## src/rtcc_pkg.sv

```systemverilog
// Constants for the real-time clock control and status block.
// Assumes a 100 MHz reference clock and byte-wide register accesses.
package rtcc_pkg;

  // Register port geometry
  localparam int ADDR_W = 7;
  localparam int DATA_W = 8;

  // Register offsets and alarm register windows
  localparam logic [ADDR_W-1:0] ADDR_CONTROL = 7'h0F;
  localparam logic [ADDR_W-1:0] ADDR_STATUS = 7'h10;
  localparam logic [ADDR_W-1:0] ADDR_ALARM_A_FIRST = 7'h07;
  localparam logic [ADDR_W-1:0] ADDR_ALARM_A_LAST = 7'h0A;
  localparam logic [ADDR_W-1:0] ADDR_ALARM_B_FIRST = 7'h0B;
  localparam logic [ADDR_W-1:0] ADDR_ALARM_B_LAST = 7'h0E;

  // Control register fields
  localparam int CTL_OSC_DIS_BIT = 7;
  localparam int CTL_SENSE_DIS_BIT = 5;
  localparam int CTL_GLITCH_BIT = 4;
  localparam int CTL_SQW_BIT = 3;
  localparam int CTL_ROUTE_BIT = 2;
  localparam int CTL_B_IE_BIT = 1;
  localparam int CTL_A_IE_BIT = 0;

  // Status register fields
  localparam int ST_OSF_BIT = 7;
  localparam int ST_FLAG_B_BIT = 1;
  localparam int ST_FLAG_A_BIT = 0;

  // Reset values
  localparam logic [DATA_W-1:0] CONTROL_RESET = 8'h80;
  localparam logic [DATA_W-1:0] STATUS_RESET = 8'h80;
  localparam logic [DATA_W-1:0] DATA_ZERO = 8'h00;

  // Alarm register layout: four byte fields, bit 7 of each is a mask
  localparam int ALARM_FIELDS = 4;
  localparam int ALARM_FIELD_W = 8;
  localparam int ALARM_MASK_BIT = 7;
  localparam int ALARM_W = ALARM_FIELDS * ALARM_FIELD_W;

  // Timing
  localparam int CLK_PERIOD_NS = 10;
  localparam int GLITCH_NS = 5000;
  localparam int GLITCH_CYC = (GLITCH_NS + CLK_PERIOD_NS - 1) / CLK_PERIOD_NS;
  localparam int GLITCH_CW = 10;
  localparam logic [GLITCH_CW-1:0] GLITCH_ZERO = 10'h000;
  localparam logic [GLITCH_CW-1:0] GLITCH_ONE = 10'h001;

  // Whole state of the block
  typedef struct packed {
    logic osc_dis;
    logic sense_dis;
    logic glitch_en;
    logic sqw_en;
    logic route;
    logic b_ie;
    logic a_ie;
    logic osc_stopped_flag;
    logic flag_b;
    logic flag_a;
    logic run_prev;
    logic filt;
    logic [GLITCH_CW-1:0] gcnt;
    logic osc_en;
    logic irq_a_n;
    logic irq_b_n;
    logic [DATA_W-1:0] rdata;
  } rtcc_state_t;

endpackage

```

## src/rtcc_ctrl_status.sv

```systemverilog
// Control and status logic of a real-time clock: oscillator control, stop
// flag, glitch filter, square wave, alarm flags and the two interrupt pins.
// Assumes the serial engine presents byte accesses and pointer loads as
// one-cycle strobes synchronous to ref_clk, and that time_update pulses once
// per new timekeeping value.
`timescale 1ns/1ns

module rtcc_ctrl_status
  import rtcc_pkg::*;
#(
  parameter int GLITCH_CYCLES = GLITCH_CYC
) (
  input wire logic ref_clk,
  input wire logic rst_n,
  input wire logic clk_en,
  input wire logic on_backup,
  input wire logic osc_running,
  input wire logic osc_raw,
  input wire logic time_update,
  input wire logic [ALARM_W-1:0] time_now,
  input wire logic [ALARM_W-1:0] alarm_a_cfg,
  input wire logic [ALARM_W-1:0] alarm_b_cfg,
  input wire logic [ADDR_W-1:0] reg_addr,
  input wire logic reg_wr,
  input wire logic reg_rd,
  input wire logic [DATA_W-1:0] reg_wdata,
  input wire logic ptr_set,
  input wire logic [ADDR_W-1:0] ptr_addr,
  output logic [DATA_W-1:0] reg_rdata,
  output logic irq_out_a_n,
  output logic irq_out_b_n,
  output logic osc_enable,
  output logic osc_filtered
);

  // Last count value of the filter before the output follows the input
  localparam logic [GLITCH_CW-1:0] GLITCH_LAST = GLITCH_CW'(GLITCH_CYCLES - 1);

  rtcc_state_t q;
  rtcc_state_t d;
  logic ctl_wr;
  logic st_wr;
  logic run_now;
  logic stop_edge;
  logic match_a;
  logic match_b;
  logic ptr_in_a;
  logic ptr_in_b;

  // Each field matches when masked or when its low seven bits agree
  function automatic logic alarm_match(input logic [ALARM_W-1:0] t, input logic [ALARM_W-1:0] a);
    logic hit;
    logic [ALARM_FIELD_W-1:0] tf;
    logic [ALARM_FIELD_W-1:0] af;
    hit = 1'b1;
    for (int i = 0; i < ALARM_FIELDS; i++) begin
      tf = t[i*ALARM_FIELD_W +: ALARM_FIELD_W];
      af = a[i*ALARM_FIELD_W +: ALARM_FIELD_W];
      if (!af[ALARM_MASK_BIT] && (tf[ALARM_MASK_BIT-1:0] != af[ALARM_MASK_BIT-1:0])) begin
        hit = 1'b0;
      end
    end
    return hit;
  endfunction

  // Inclusive address window test, used for both alarm register sets
  function automatic logic in_window(input logic [ADDR_W-1:0] p, input logic [ADDR_W-1:0] lo,
                                     input logic [ADDR_W-1:0] hi);
    return (p >= lo) && (p <= hi);
  endfunction

  // Request decode
  // masked match
  assign match_a = time_update && alarm_match(time_now, alarm_a_cfg);
  assign match_b = time_update && alarm_match(time_now, alarm_b_cfg);
  assign ptr_in_a = ptr_set && in_window(ptr_addr, ADDR_ALARM_A_FIRST, ADDR_ALARM_A_LAST);
  assign ptr_in_b = ptr_set && in_window(ptr_addr, ADDR_ALARM_B_FIRST, ADDR_ALARM_B_LAST);
  assign ctl_wr = reg_wr && (reg_addr == ADDR_CONTROL);
  assign st_wr = reg_wr && (reg_addr == ADDR_STATUS);

  // Next-state logic for the whole block
  always_comb begin
    d = q;
    run_now = 1'b0;
    stop_edge = 1'b0;
    if (ctl_wr) begin
      d.osc_dis = reg_wdata[CTL_OSC_DIS_BIT];
      d.sense_dis = reg_wdata[CTL_SENSE_DIS_BIT];
      d.glitch_en = reg_wdata[CTL_GLITCH_BIT];
      d.sqw_en = reg_wdata[CTL_SQW_BIT];
      d.route = reg_wdata[CTL_ROUTE_BIT];
      d.b_ie = reg_wdata[CTL_B_IE_BIT];
      d.a_ie = reg_wdata[CTL_A_IE_BIT];
    end
    d.osc_en = !(on_backup && d.osc_dis);
    // own stop counts as a stop, since sensing sees the gated oscillator
    run_now = osc_running && d.osc_en;
    d.run_prev = run_now;
    stop_edge = q.run_prev && !run_now;
    // clear by written 0 or by sensing disabled; the edge wins over the written 0
    if (st_wr && !reg_wdata[ST_OSF_BIT]) begin
      d.osc_stopped_flag = 1'b0;
    end
    if (stop_edge) begin
      d.osc_stopped_flag = 1'b1;
    end
    // sensing disabled holds the flag at 0
    if (d.sense_dis) begin
      d.osc_stopped_flag = 1'b0;
    end
    if (ptr_in_a) begin
      d.flag_a = 1'b0;
    end
    if (ptr_in_b) begin
      d.flag_b = 1'b0;
    end
    // written 0 clears, written 1 keeps
    if (st_wr && !reg_wdata[ST_FLAG_A_BIT]) begin
      d.flag_a = 1'b0;
    end
    if (st_wr && !reg_wdata[ST_FLAG_B_BIT]) begin
      d.flag_b = 1'b0;
    end
    // match sets flag A, set wins over clear
    if (match_a) begin
      d.flag_a = 1'b1;
    end
    // match sets flag B, set wins over clear
    if (match_b) begin
      d.flag_b = 1'b1;
    end
    // glitch filter: input must differ for the full window to pass
    if (!d.glitch_en) begin
      d.filt = osc_raw;
      d.gcnt = GLITCH_ZERO;
    end else if (osc_raw == q.filt) begin
      d.gcnt = GLITCH_ZERO;
    end else if (q.gcnt >= GLITCH_LAST) begin
      d.filt = osc_raw;
      d.gcnt = GLITCH_ZERO;
    end else begin
      d.gcnt = q.gcnt + GLITCH_ONE;
    end
    // flag A and enable on pin A
    // routing 0 merges alarm B onto pin A
    // pins follow the new flag and enable values
    d.irq_a_n = !((d.flag_a && d.a_ie) || (!d.route && d.flag_b && d.b_ie));
    // routing 1 gives alarm B its own pin while the square wave is off
    if (d.sqw_en) begin
      d.irq_b_n = d.filt;
    end else begin
      d.irq_b_n = !(d.route && d.flag_b && d.b_ie);
    end
    if (reg_rd) begin
      if (reg_addr == ADDR_CONTROL) begin
        d.rdata = DATA_ZERO;
        d.rdata[CTL_OSC_DIS_BIT] = q.osc_dis;
        d.rdata[CTL_SENSE_DIS_BIT] = q.sense_dis;
        d.rdata[CTL_GLITCH_BIT] = q.glitch_en;
        d.rdata[CTL_SQW_BIT] = q.sqw_en;
        d.rdata[CTL_ROUTE_BIT] = q.route;
        d.rdata[CTL_B_IE_BIT] = q.b_ie;
        d.rdata[CTL_A_IE_BIT] = q.a_ie;
      end else if (reg_addr == ADDR_STATUS) begin
        d.rdata = DATA_ZERO;
        d.rdata[ST_OSF_BIT] = q.osc_stopped_flag;
        d.rdata[ST_FLAG_B_BIT] = q.flag_b;
        d.rdata[ST_FLAG_A_BIT] = q.flag_a;
      end else begin
        d.rdata = DATA_ZERO;
      end
    end
  end

  // State register; clock enable freezes everything
  always_ff @(posedge ref_clk) begin
    if (!rst_n) begin
      q.osc_dis <= CONTROL_RESET[CTL_OSC_DIS_BIT];
      q.sense_dis <= CONTROL_RESET[CTL_SENSE_DIS_BIT];
      q.glitch_en <= CONTROL_RESET[CTL_GLITCH_BIT];
      q.sqw_en <= CONTROL_RESET[CTL_SQW_BIT];
      q.route <= CONTROL_RESET[CTL_ROUTE_BIT];
      q.b_ie <= CONTROL_RESET[CTL_B_IE_BIT];
      q.a_ie <= CONTROL_RESET[CTL_A_IE_BIT];
      q.osc_stopped_flag <= STATUS_RESET[ST_OSF_BIT];
      q.flag_b <= STATUS_RESET[ST_FLAG_B_BIT];
      q.flag_a <= STATUS_RESET[ST_FLAG_A_BIT];
      q.run_prev <= 1'b0;
      q.filt <= 1'b0;
      q.gcnt <= GLITCH_ZERO;
      q.osc_en <= 1'b1;
      q.irq_a_n <= 1'b1;
      q.irq_b_n <= 1'b1;
      q.rdata <= DATA_ZERO;
    end else if (clk_en) begin
      q <= d;
    end
  end

  // Outputs straight from the state register
  assign reg_rdata = q.rdata;
  assign irq_out_a_n = q.irq_a_n;
  assign irq_out_b_n = q.irq_b_n;
  assign osc_enable = q.osc_en;
  assign osc_filtered = q.filt;
endmodule

```

## config.mk

```make
export PLATFORM = sky130hd
export DESIGN_NAME = rtcc_ctrl_status
export DESIGN_NICKNAME = d
export VERILOG_FILES = /design/src/rtcc_pkg.sv /design/src/rtcc_ctrl_status.sv
export SDC_FILE = /design/constraint.sdc
export NUM_CORES = 1
export LEC_CHECK = 0
export ABC_AREA = 1
export BUFFER_PORTS_ARGS = -buffer_cell sky130_fd_sc_hd__buf_2
export CAP_MARGIN = 40
export CORE_MARGIN = 2
export CORE_UTILIZATION = 42
export CTS_BUF_LIST = sky130_fd_sc_hd__clkbuf_2
export CTS_CLUSTER_DIAMETER = 150
export DETAILED_ROUTE_END_ITERATION = 10
export HOLD_SLACK_MARGIN = 0.03
export PLACE_DENSITY = 0.83
export SETUP_SLACK_MARGIN = 0.05
export SLEW_MARGIN = 20
export SYNTH_ARGS = -nofsm -noshare
export SYNTH_HDL_FRONTEND = slang
export SYNTH_SLANG_ARGS = --single-unit
export TNS_END_PERCENT = 20
```

## constraint.sdc

```tcl
create_clock -name ref_clk -period 1.4 [get_ports ref_clk]
set_clock_uncertainty 0.05 [all_clocks]
set_input_delay 0.14 -clock ref_clk [delete_from_list [all_inputs] [get_ports ref_clk]]
set_output_delay 0.14 -clock ref_clk [all_outputs]
set_load 0.005 [all_outputs]
```

; ---- Yosys cells after proc, flatten, opt, wreduce, memory -nomap -nowiden
; Cells that the tools add are included.
[word_totals]
mem_bits_ro = 0
register_bits = 33
mem_count = 0
inputBits = 128
output_inout_bits = 12
wordCells = 107
latchBits = 0
ramBits = 0
[classes]
n_shift = 0
n_mux = 26
n_lt_le_gt_ge = 5
n_div = 0
bitwise_logic = 0
addsub = 1
mul = 0
eq_ne = 11
n_reduce_logical = 47
[op_table]
columns = op, count
row1 = $ne 7x7->1, 8
row2 = $logic_and 1x1->1, 27
row3 = $mux 1, 20
row4 = $mux 10, 2
row5 = $logic_not 1->1, 16
row6 = $mux 8, 2
row7 = $le 7x4->1 const B, 2
row8 = $mux 11, 1
row9 = $add 10x1->10 const B, 1
row10 = $ge 10x9->1 const B, 1
row11 = $eq 7x4->1 const B, 1
row12 = $eq 7x5->1 const B, 1
row13 = $ge 7x3->1 const B, 1
row14 = $ge 7x4->1 const B, 1
row15 = $mux 7, 1
row16 = $reduce_and 2->1, 2
row17 = $reduce_bool 3->1, 1
row18 = $eq 1x1->1, 1
row19 = $logic_or 1x1->1, 1

; ---- Depth between registers and ports, before layout
; Gate-level depths: netlist of the first run.
[logic_depth]
ltp_word = 12
mapped_depth = 13
ltp_nobuf = 13

; ---- Least setup slack after synthesis of the first run
; OpenSTA, ideal clock, no wires.
[synth_timing]
path_kind = register -> register
start = register q[11] (netlist bit)
end = register q[17] (netlist bit)
slack_ns = 0.028
required_ns = 1.277
setup_ns = 0.073
arrival_time_ns = 1.249
path_buffers = 0
path_stages_with_launch = 9
path_cell_list = dfxtp_1 ha_1 o31ai_1 nand2_1 inv_1 nand2_2 o21ai_2 nand2_2 nor3_2
[synth_via]
elab_chain_cells = 4
elab_cells_between_ends = 5
classes_between = 1 x add/sub / 1 x order compare / 3 x mux
[synth_lines]
columns = item, line
row1 = start: declaration, rtcc_ctrl_status.sv:39  ; rtcc_state_t q;
row2 = $add 10x1->10 / $ge 10x9->1 (equally long branches), "rtcc_ctrl_status.sv:142, rtcc_ctrl_status.sv:138"
row3 = $mux 10 (*), rtcc_ctrl_status.sv:138  ; end else if (q.gcnt >= GLITCH_LAST) begin
row4 = $mux 10 (*), rtcc_ctrl_status.sv:136  ; end else if (osc_raw == q.filt) begin
row5 = $mux 11 (*), rtcc_ctrl_status.sv:133  ; if (!d.glitch_en) begin
; Every way passes the cells marked *; elsewhere a longest branch is shown, timed or not.
; A chain may end at the register's enable or synchronous reset.

; ---- Worst setup path in the final report of the first run
[layout_timing]
start = register q[11] (netlist bit)
end = register q[12] (netlist bit)
; Same word-level chain as after synthesis.

==> out/results.ini, run 1 <==
[clock_network]
ctsRootBufferMaster = sky130_fd_sc_hd__clkbuf_2
cts.sink_count = 32
path_clk_slew_ns = 0.18
cts_max_path_buffers = 2
tritoncts_clock_tree = done
numCtsBuffers = 5
clock_insertion_delay_worst_skew_ns = 0.39
clock_tree.htree_level_count = 2

[final_layout]
post_route_cells_drive_above_1_share = 0.357
nets = 672
insertedDiodeCount = 0
area_delta_synth_final_pct = 41.0
finalInstanceArea_mm2 = 0.00351
multiInputGateArea_mm2 = 0.00162
layoutNonFillerInstCount = 619
finish.utilization = 0.603
n_fill_cell = 559
ff_latch_area_um2 = 646
mostFrequentLayoutCell = sky130_fd_sc_hd__buf_2
most_frequent_cells_in_the_layout = 133 x sky130_fd_sc_hd__buf_2, 102 x sky130_fd_sc_hd__nand2_1, 50 x sky130_fd_sc_hd__inv_1

[setup_path]
worstRegToRegCells = 8
worst-endpoint-arrival_ns = 1.73
worst_ep_required_time_ns = 1.68
worst_setup_path_start_kind = register
path_max_fanout = 5
r2r-end = q[12]
critPathKind = register to register
crit-reg2reg-launch = q[11]
worstSetupEndpointType = register
worst-r2r-setup-slack_ns = -0.05

[sta]
period_minus_slack_ns = 1.45
final_min_period_over_clock_period = 1.03
layout_setup_ws_ns = -0.0459
rsz0062_at_grt = true
timing.fmax_mhz = 692
finalSetupViolations = 10
timing.final.hold_violations = 0
final-max-slew-violation-count = 0

[global_routing]
grt_first_pass_wirelength_um = 11800
track_usage = 0.229
antenna_found_initial = 0
gr-total-overflow = 0
first_global_vias = 2805
largest_net_degree_at_the_start_of_global_routing = 16

[placed_design]
port_buffers = 133
post-place-cells = 605
post-place-ws_ns = -0.124
placedInstanceArea_mm2 = 0.00334
hpwl_um = 6010
finalWeightedCongestion = 0.864

[run_status]
failed_checks = negative setup slack
run_status = finished, violations left

[synth]
synth-edff-count = 0
synth_flop_cell = sky130_fd_sc_hd__dfxtp_1
ys_seq_area_frac = 0.257
postSynthRegisterBits = 32
synthDistinctLibCells = 34
post_synth_inst_count = 388
synth.avg_cell_area_um2 = 6.41
syn-num-nets = 517
netlist_area_mm2 = 0.00249
async_reset_ff_frac = 0
yosys_warnings = 0

[pwr]
worst_ir_drop_vdd_mv = 0.441
total_leakage_power_nw = 1.84
cell_internal_pwr_mw = 1.58
p_sw_frac = 0.308
sequential_group_share_of_total_power = 0.426
pwr_per_cell_area_mw_per_mm2 = 651
p_clk_frac = 0.285
net-switching-power_mw = 0.703
comb_power_share = 0.289

[drt]
drtPass1Iterations = 5
drt-total-wl_um = 7290
drt.antenna.violating_nets = 0
remaining_drc_errors = 0
vias_per_cell = 4.72
post_drt_wl_per_cell_um = 11.8
dr.first_iter.drc_count = 141
route.vias.total = 2920

[floorplan]
ios = 140
chipHeight_um = 81.0
die_x_um = 81.0
start_util = 0.428
core-area_mm2 = 0.00582
die-area_mm2 = 0.00656
rows = 28

[min_path]
whs_endpoint = q[23]
hold_path_depth = 5
worst_hold_startpoint = time_update
min_path_type = input port to register

[flow_run]
cap_violations = 0

routing by layer:
metal  GRT usage  routed length, um  up-vias
li1            -                  -     1522
met2       0.412               3620       99
met5           0                  0        -
met4      0.0695                160        0
met3      0.0711                559       20
met1       0.259               2950     1279
power by group through the flow:
stage / sequential [mW] / clock [mW] / combinational [mW]
finish: 0.974 / 0.650 / 0.660
global route: 0.979 / 0.708 / 0.742
floorplan: 0.987 / 0 / 0.336
CTS: 0.974 / 0.655 / 0.660
detailed placement: 0.991 / 0 / 0.643
global placement: 0.990 / 0 / 0.619
synthesized netlist by cell type (2+ instances only):
| library cell | n | area share |
|---|---|---|
| sky130_fd_sc_hd__nor3_2 | 4 | 0.016 |
| sky130_fd_sc_hd__nor3_1 | 2 | 0.0040 |
| sky130_fd_sc_hd__a21oi_2 | 2 | 0.0070 |
| sky130_fd_sc_hd__clkbuf_1 | 3 | 0.0045 |
| sky130_fd_sc_hd__nand2_1 | 102 | 0.15 |
| sky130_fd_sc_hd__o21ai_1 | 2 | 0.0040 |
| sky130_fd_sc_hd__o31ai_1 | 2 | 0.0060 |
| sky130_fd_sc_hd__or2_2 | 2 | 0.0050 |
| sky130_fd_sc_hd__buf_4 | 8 | 0.024 |
| sky130_fd_sc_hd__nand4_1 | 3 | 0.0075 |
| sky130_fd_sc_hd__a21oi_1 | 14 | 0.028 |
| sky130_fd_sc_hd__xnor2_1 | 35 | 0.12 |
| sky130_fd_sc_hd__inv_1 | 51 | 0.077 |
| sky130_fd_sc_hd__clkinv_1 | 2 | 0.0030 |
| sky130_fd_sc_hd__o211ai_1 | 8 | 0.024 |
| sky130_fd_sc_hd__o21bai_1 | 2 | 0.0060 |
| sky130_fd_sc_hd__xor2_1 | 16 | 0.056 |
| sky130_fd_sc_hd__dfxtp_1 | 32 | 0.26 |
| sky130_fd_sc_hd__nand3_1 | 20 | 0.040 |
| sky130_fd_sc_hd__nand2_2 | 5 | 0.013 |
| sky130_fd_sc_hd__o21ai_0 | 18 | 0.036 |
| sky130_fd_sc_hd__nor2_1 | 43 | 0.065 |
critical path, cell delays in order (launching register included):
cell and delay, ns:
sky130_fd_sc_hd__dfxtp_2 0.37, sky130_fd_sc_hd__ha_4 0.16, sky130_fd_sc_hd__o31ai_2 0.18, sky130_fd_sc_hd__nand2_1 0.11
sky130_fd_sc_hd__inv_2 0.07, sky130_fd_sc_hd__nand2_2 0.06, sky130_fd_sc_hd__o21ai_4 0.18, sky130_fd_sc_hd__nand2_4 0.11
sky130_fd_sc_hd__a21oi_2 0.11
metrics by stage:
stage | setup TNS, ns | hold slack [ns] | total power [mW]
6_report | -0.245 | 0.0328 | 2.28
5_1_grt | -1.19 | 0.0451 | 2.43
4_1_cts | -0.162 | 0.0330 | 2.29
3_5_place_dp | -1.43 | 0.387 | 1.63
3_3_place_gp | -0.550 | 0.382 | 1.61
2_1_floorplan | 0 | 0.228 | 1.32
flip-flops by register name, summed over array words and instances, names as in the netlist:
signal	count
irq_out_b_n	1
irq_out_a_n	1
q	21
osc_enable	1
reg_rdata	7
osc_filtered	1
how the worst max path moves through the flow:
stage | startpoint | end | slack, ns | cells after the start
after detailed placement | reg_addr[3] | q[11] | -0.12 | 11
after floorplan | q[11] | q[17] | 0.05 | 8
after CTS | q[11] | q[11] | -0.03 | 8
after global placement | reg_addr[2] | q[24] | -0.07 | 11
after global routing | q[11] | q[19] | -0.13 | 8
final | q[11] | q[12] | -0.05 | 8
repair_timing:
| item | in CTS | in global routing |
|---|---|---|
| resized for setup | 8 | 6 |
| pin swaps | 3 | 2 |
| endpoints found under the setup margin | 11 | 11 |
| gates cloned | 1 | 0 |
| endpoints found under the hold margin | 2 | 1 |
| hold buffers | 2 | 1 |
| setup buffers | 2 | 0 |
cell type report:
class | count | area share
Multi-Input combinational cell | 290 | 0.463
Clock inverter | 3 | 0.0121
Sequential cell | 32 | 0.184
Timing Repair Buffer | 160 | 0.250
Tap cell | 75 | 0.0267
Inverter | 54 | 0.0578
Clock buffer | 5 | 0.00713
kinds of logic after synthesis:
group / after synthesis / share of synthesized area
adders and majority gates: 1 / 0.00503
buffers and inverters: 67 / 0.114
xor gates and xnor gates: 51 / 0.179
other: 1 / 0.00151
AOI/OAI and AO/OA: 51 / 0.122
and+or+nand+nor: 185 / 0.321
DFF: 32 / 0.257
Power figures use the tool's default switching activity.
==> inputs of run 2 (changes only) <==
--- a/config.mk
+++ b/config.mk
@@ -13,9 +13,12 @@
 export CTS_BUF_LIST = sky130_fd_sc_hd__clkbuf_2
 export CTS_CLUSTER_DIAMETER = 150
 export DETAILED_ROUTE_END_ITERATION = 10
+export GPL_ROUTABILITY_DRIVEN = 0
 export HOLD_SLACK_MARGIN = 0.03
 export PLACE_DENSITY = 0.83
+export RECOVER_POWER = 50
 export SETUP_SLACK_MARGIN = 0.05
+export SKIP_CTS_REPAIR_TIMING = 1
 export SLEW_MARGIN = 20
 export SYNTH_ARGS = -nofsm -noshare
 export SYNTH_HDL_FRONTEND = slang
==> out/results.ini, run 2 (synthesis results as in run 1) <==
[floorplan]
core-area_mm2 = 0.00582  ; unchanged
die_x_um = 81.0  ; unchanged
chipHeight_um = 81.0  ; unchanged
start_util = 0.428  ; unchanged
die-area_mm2 = 0.00656  ; unchanged
rows = 28  ; unchanged
ios = 140  ; unchanged

[clock_network]
path_clk_slew_ns = 0.18  ; about the same
numCtsBuffers = 5  ; unchanged
ctsRootBufferMaster = sky130_fd_sc_hd__clkbuf_2  ; unchanged
cts.sink_count = 32  ; unchanged
cts_max_path_buffers = 2  ; unchanged
tritoncts_clock_tree = done  ; unchanged
clock_insertion_delay_worst_skew_ns = 0.40  ; was 0.39 ns
clock_tree.htree_level_count = 2  ; unchanged

[final_layout]
finalInstanceArea_mm2 = 0.00350  ; was 0.00351 mm^2
registers.top_by_ff_count = q  ; unchanged
area_delta_synth_final_pct = 40.6  ; was 41.0%
most_frequent_cells_in_the_layout = 133 x sky130_fd_sc_hd__buf_2, 101 x sky130_fd_sc_hd__nand2_1, 50 x sky130_fd_sc_hd__inv_1  ; was 133 x sky130_fd_sc_hd__buf_2, 102 x sky130_fd_sc_hd__nand2_1, 50 x sky130_fd_sc_hd__inv_1
post_route_cells_drive_above_1_share = 0.356  ; was 0.357
n_fill_cell = 564  ; was 559
insertedDiodeCount = 0  ; unchanged
largest_register_ff_count = 21  ; unchanged
nets = 673  ; was 672
finish.utilization = 0.602  ; was 0.603
mostFrequentLayoutCell = sky130_fd_sc_hd__buf_2  ; unchanged

[sta]
final-max-slew-violation-count = 0  ; unchanged
layout_setup_ws_ns = -0.0712  ; was -0.0459 ns
rsz0062_at_grt = true  ; unchanged
worst_hold_slack_ns = 0.0385  ; was 0.0328 ns
finalSetupViolations = 10  ; unchanged
timing.final.hold_violations = 0  ; unchanged
final_min_period_over_clock_period = 1.05  ; was 1.03
period_minus_slack_ns = 1.47  ; was 1.45 ns
timing.fmax_mhz = 680  ; was 692 MHz

[setup_path]
worst_setup_path_start_kind = register  ; unchanged
path_max_fanout = 5  ; unchanged
crit_path_cell_trace = ha_4 -> o31ai_2 -> nand2_1 -> inv_2 -> nand2_2 -> o21ai_4 -> nand2_4 -> a21oi_2  ; unchanged
worstSetupEndpointType = register  ; unchanged
timing.critical_path.buf_inv = 1  ; unchanged
critical_path.startpoint = q[11]  ; unchanged
critical-path-max-stage-delay_ns = 0.37  ; about the same
slowest_cell_on_crit_path = sky130_fd_sc_hd__dfxtp_2  ; unchanged
crit-reg2reg-launch = q[11]  ; unchanged
timing.critical_path.max_delay_family = compound AO/OA/AOI/OAI gates  ; unchanged
worst_ep_required_time_ns = 1.68  ; about the same
critPathKind = register to register  ; unchanged
worst-endpoint-arrival_ns = 1.75  ; was 1.73 ns

[min_path]
min_path_type = input port to register  ; unchanged
worst_hold_startpoint = time_update  ; unchanged

[flow_run]
cap_violations = 0  ; unchanged

[placed_design]
post-place-ws_ns = -0.124  ; unchanged
hpwl_um = 6010  ; unchanged
placedInstanceArea_mm2 = 0.00334  ; unchanged
port_buffers = 133  ; unchanged

[global_routing]
gr-total-overflow = 0  ; unchanged
largest_net_degree_at_the_start_of_global_routing = 15  ; was 16
antenna_found_initial = 0  ; unchanged
track_usage = 0.225  ; was 0.229
first_global_vias = 2768  ; was 2805
grt_first_pass_wirelength_um = 11500  ; was 11800 um

[drt]
post_drt_wl_per_cell_um = 11.8  ; about the same
highest_layer = met4  ; unchanged
route.layer.met1.wl_um = 2950  ; about the same
met2RoutedLength_um = 3600  ; was 3620 um
dr.first_iter.drc_count = 151  ; was 141
route.vias.total = 2909  ; was 2920
vias_per_cell = 4.69  ; was 4.72
drt-total-wl_um = 7300  ; was 7290 um
drt.antenna.violating_nets = 0  ; unchanged
remaining_drc_errors = 0  ; unchanged
drtPass1Iterations = 4  ; was 5
wl_met3_um = 611  ; was 559 um

[pwr]
total_leakage_power_nw = 1.84  ; about the same
comb_power_share = 0.289  ; about the same
cell_internal_pwr_mw = 1.58  ; about the same
p_sw_frac = 0.307  ; was 0.308
worst_ir_drop_vdd_mv = 0.475  ; was 0.441 mV
net-switching-power_mw = 0.700  ; was 0.703 mW
sequential_group_share_of_total_power = 0.427  ; was 0.426
p_clk_frac = 0.284  ; was 0.285
pwr_per_cell_area_mw_per_mm2 = 652  ; was 651 mW/mm^2

[run_status]
failed_checks = negative setup slack  ; unchanged
run_status = finished, violations left  ; unchanged

## run 2: routing by layer
metal / vias up / track usage
li1: 1520 / -
met1: 1271 / 0.249
met2: 100 / 0.406
met3: 18 / 0.0722
met4: 0 / 0.0729
met5: - / 0
## run 2: final cells by class
class	count	area (um^2)	share of cell area
clock buffer	5	25.0	0.00715
clock inverter	3	42.5	0.0122
inverter	54	203	0.0579
multi-input combinational	290	1610	0.460
sequential	32	644	0.184
tap	75	93.8	0.0268
timing repair buffer	161	880	0.251
## run 2: worst paths after layout
kind	slack (ns)	end	cells after the start
worst max register to register	-0.07	q[12]	8
worst max-delay path	-0.07	q[12]	8
worst min register to register	0.41	q[20]	2
worst min-delay path	0.04	q[23]	5
## run 2: power by group through the flow
stage | Combinational (mW) | Clock [mW] | Sequential, mW
global placement | 0.619 | 0 | 0.990
CTS | 0.646 | 0.655 | 0.972
finish | 0.661 | 0.648 | 0.974
global route | 0.742 | 0.710 | 0.978
floorplan | 0.336 | 0 | 0.987
detailed placement | 0.643 | 0 | 0.991
## run 2: metrics by stage
step / power, mW / setup TNS (ns) / instances
after global placement: 1.61 / -0.550 / 605
after detailed placement: 1.63 / -1.43 / 605
after global routing: 2.43 / -1.38 / 620
after floorplan: 1.32 / 0 / 388
after CTS: 2.27 / -1.09 / 613
final: 2.28 / -0.471 / 620
## run 2: tightest hold or removal path, cell delays in order
cell,delay [ns]
sky130_fd_sc_hd__buf_2,0.11
sky130_fd_sc_hd__nand2_1,0.06
sky130_fd_sc_hd__nor2_1,0.03
sky130_fd_sc_hd__nand2_1,0.07
sky130_fd_sc_hd__a21oi_1,0.06
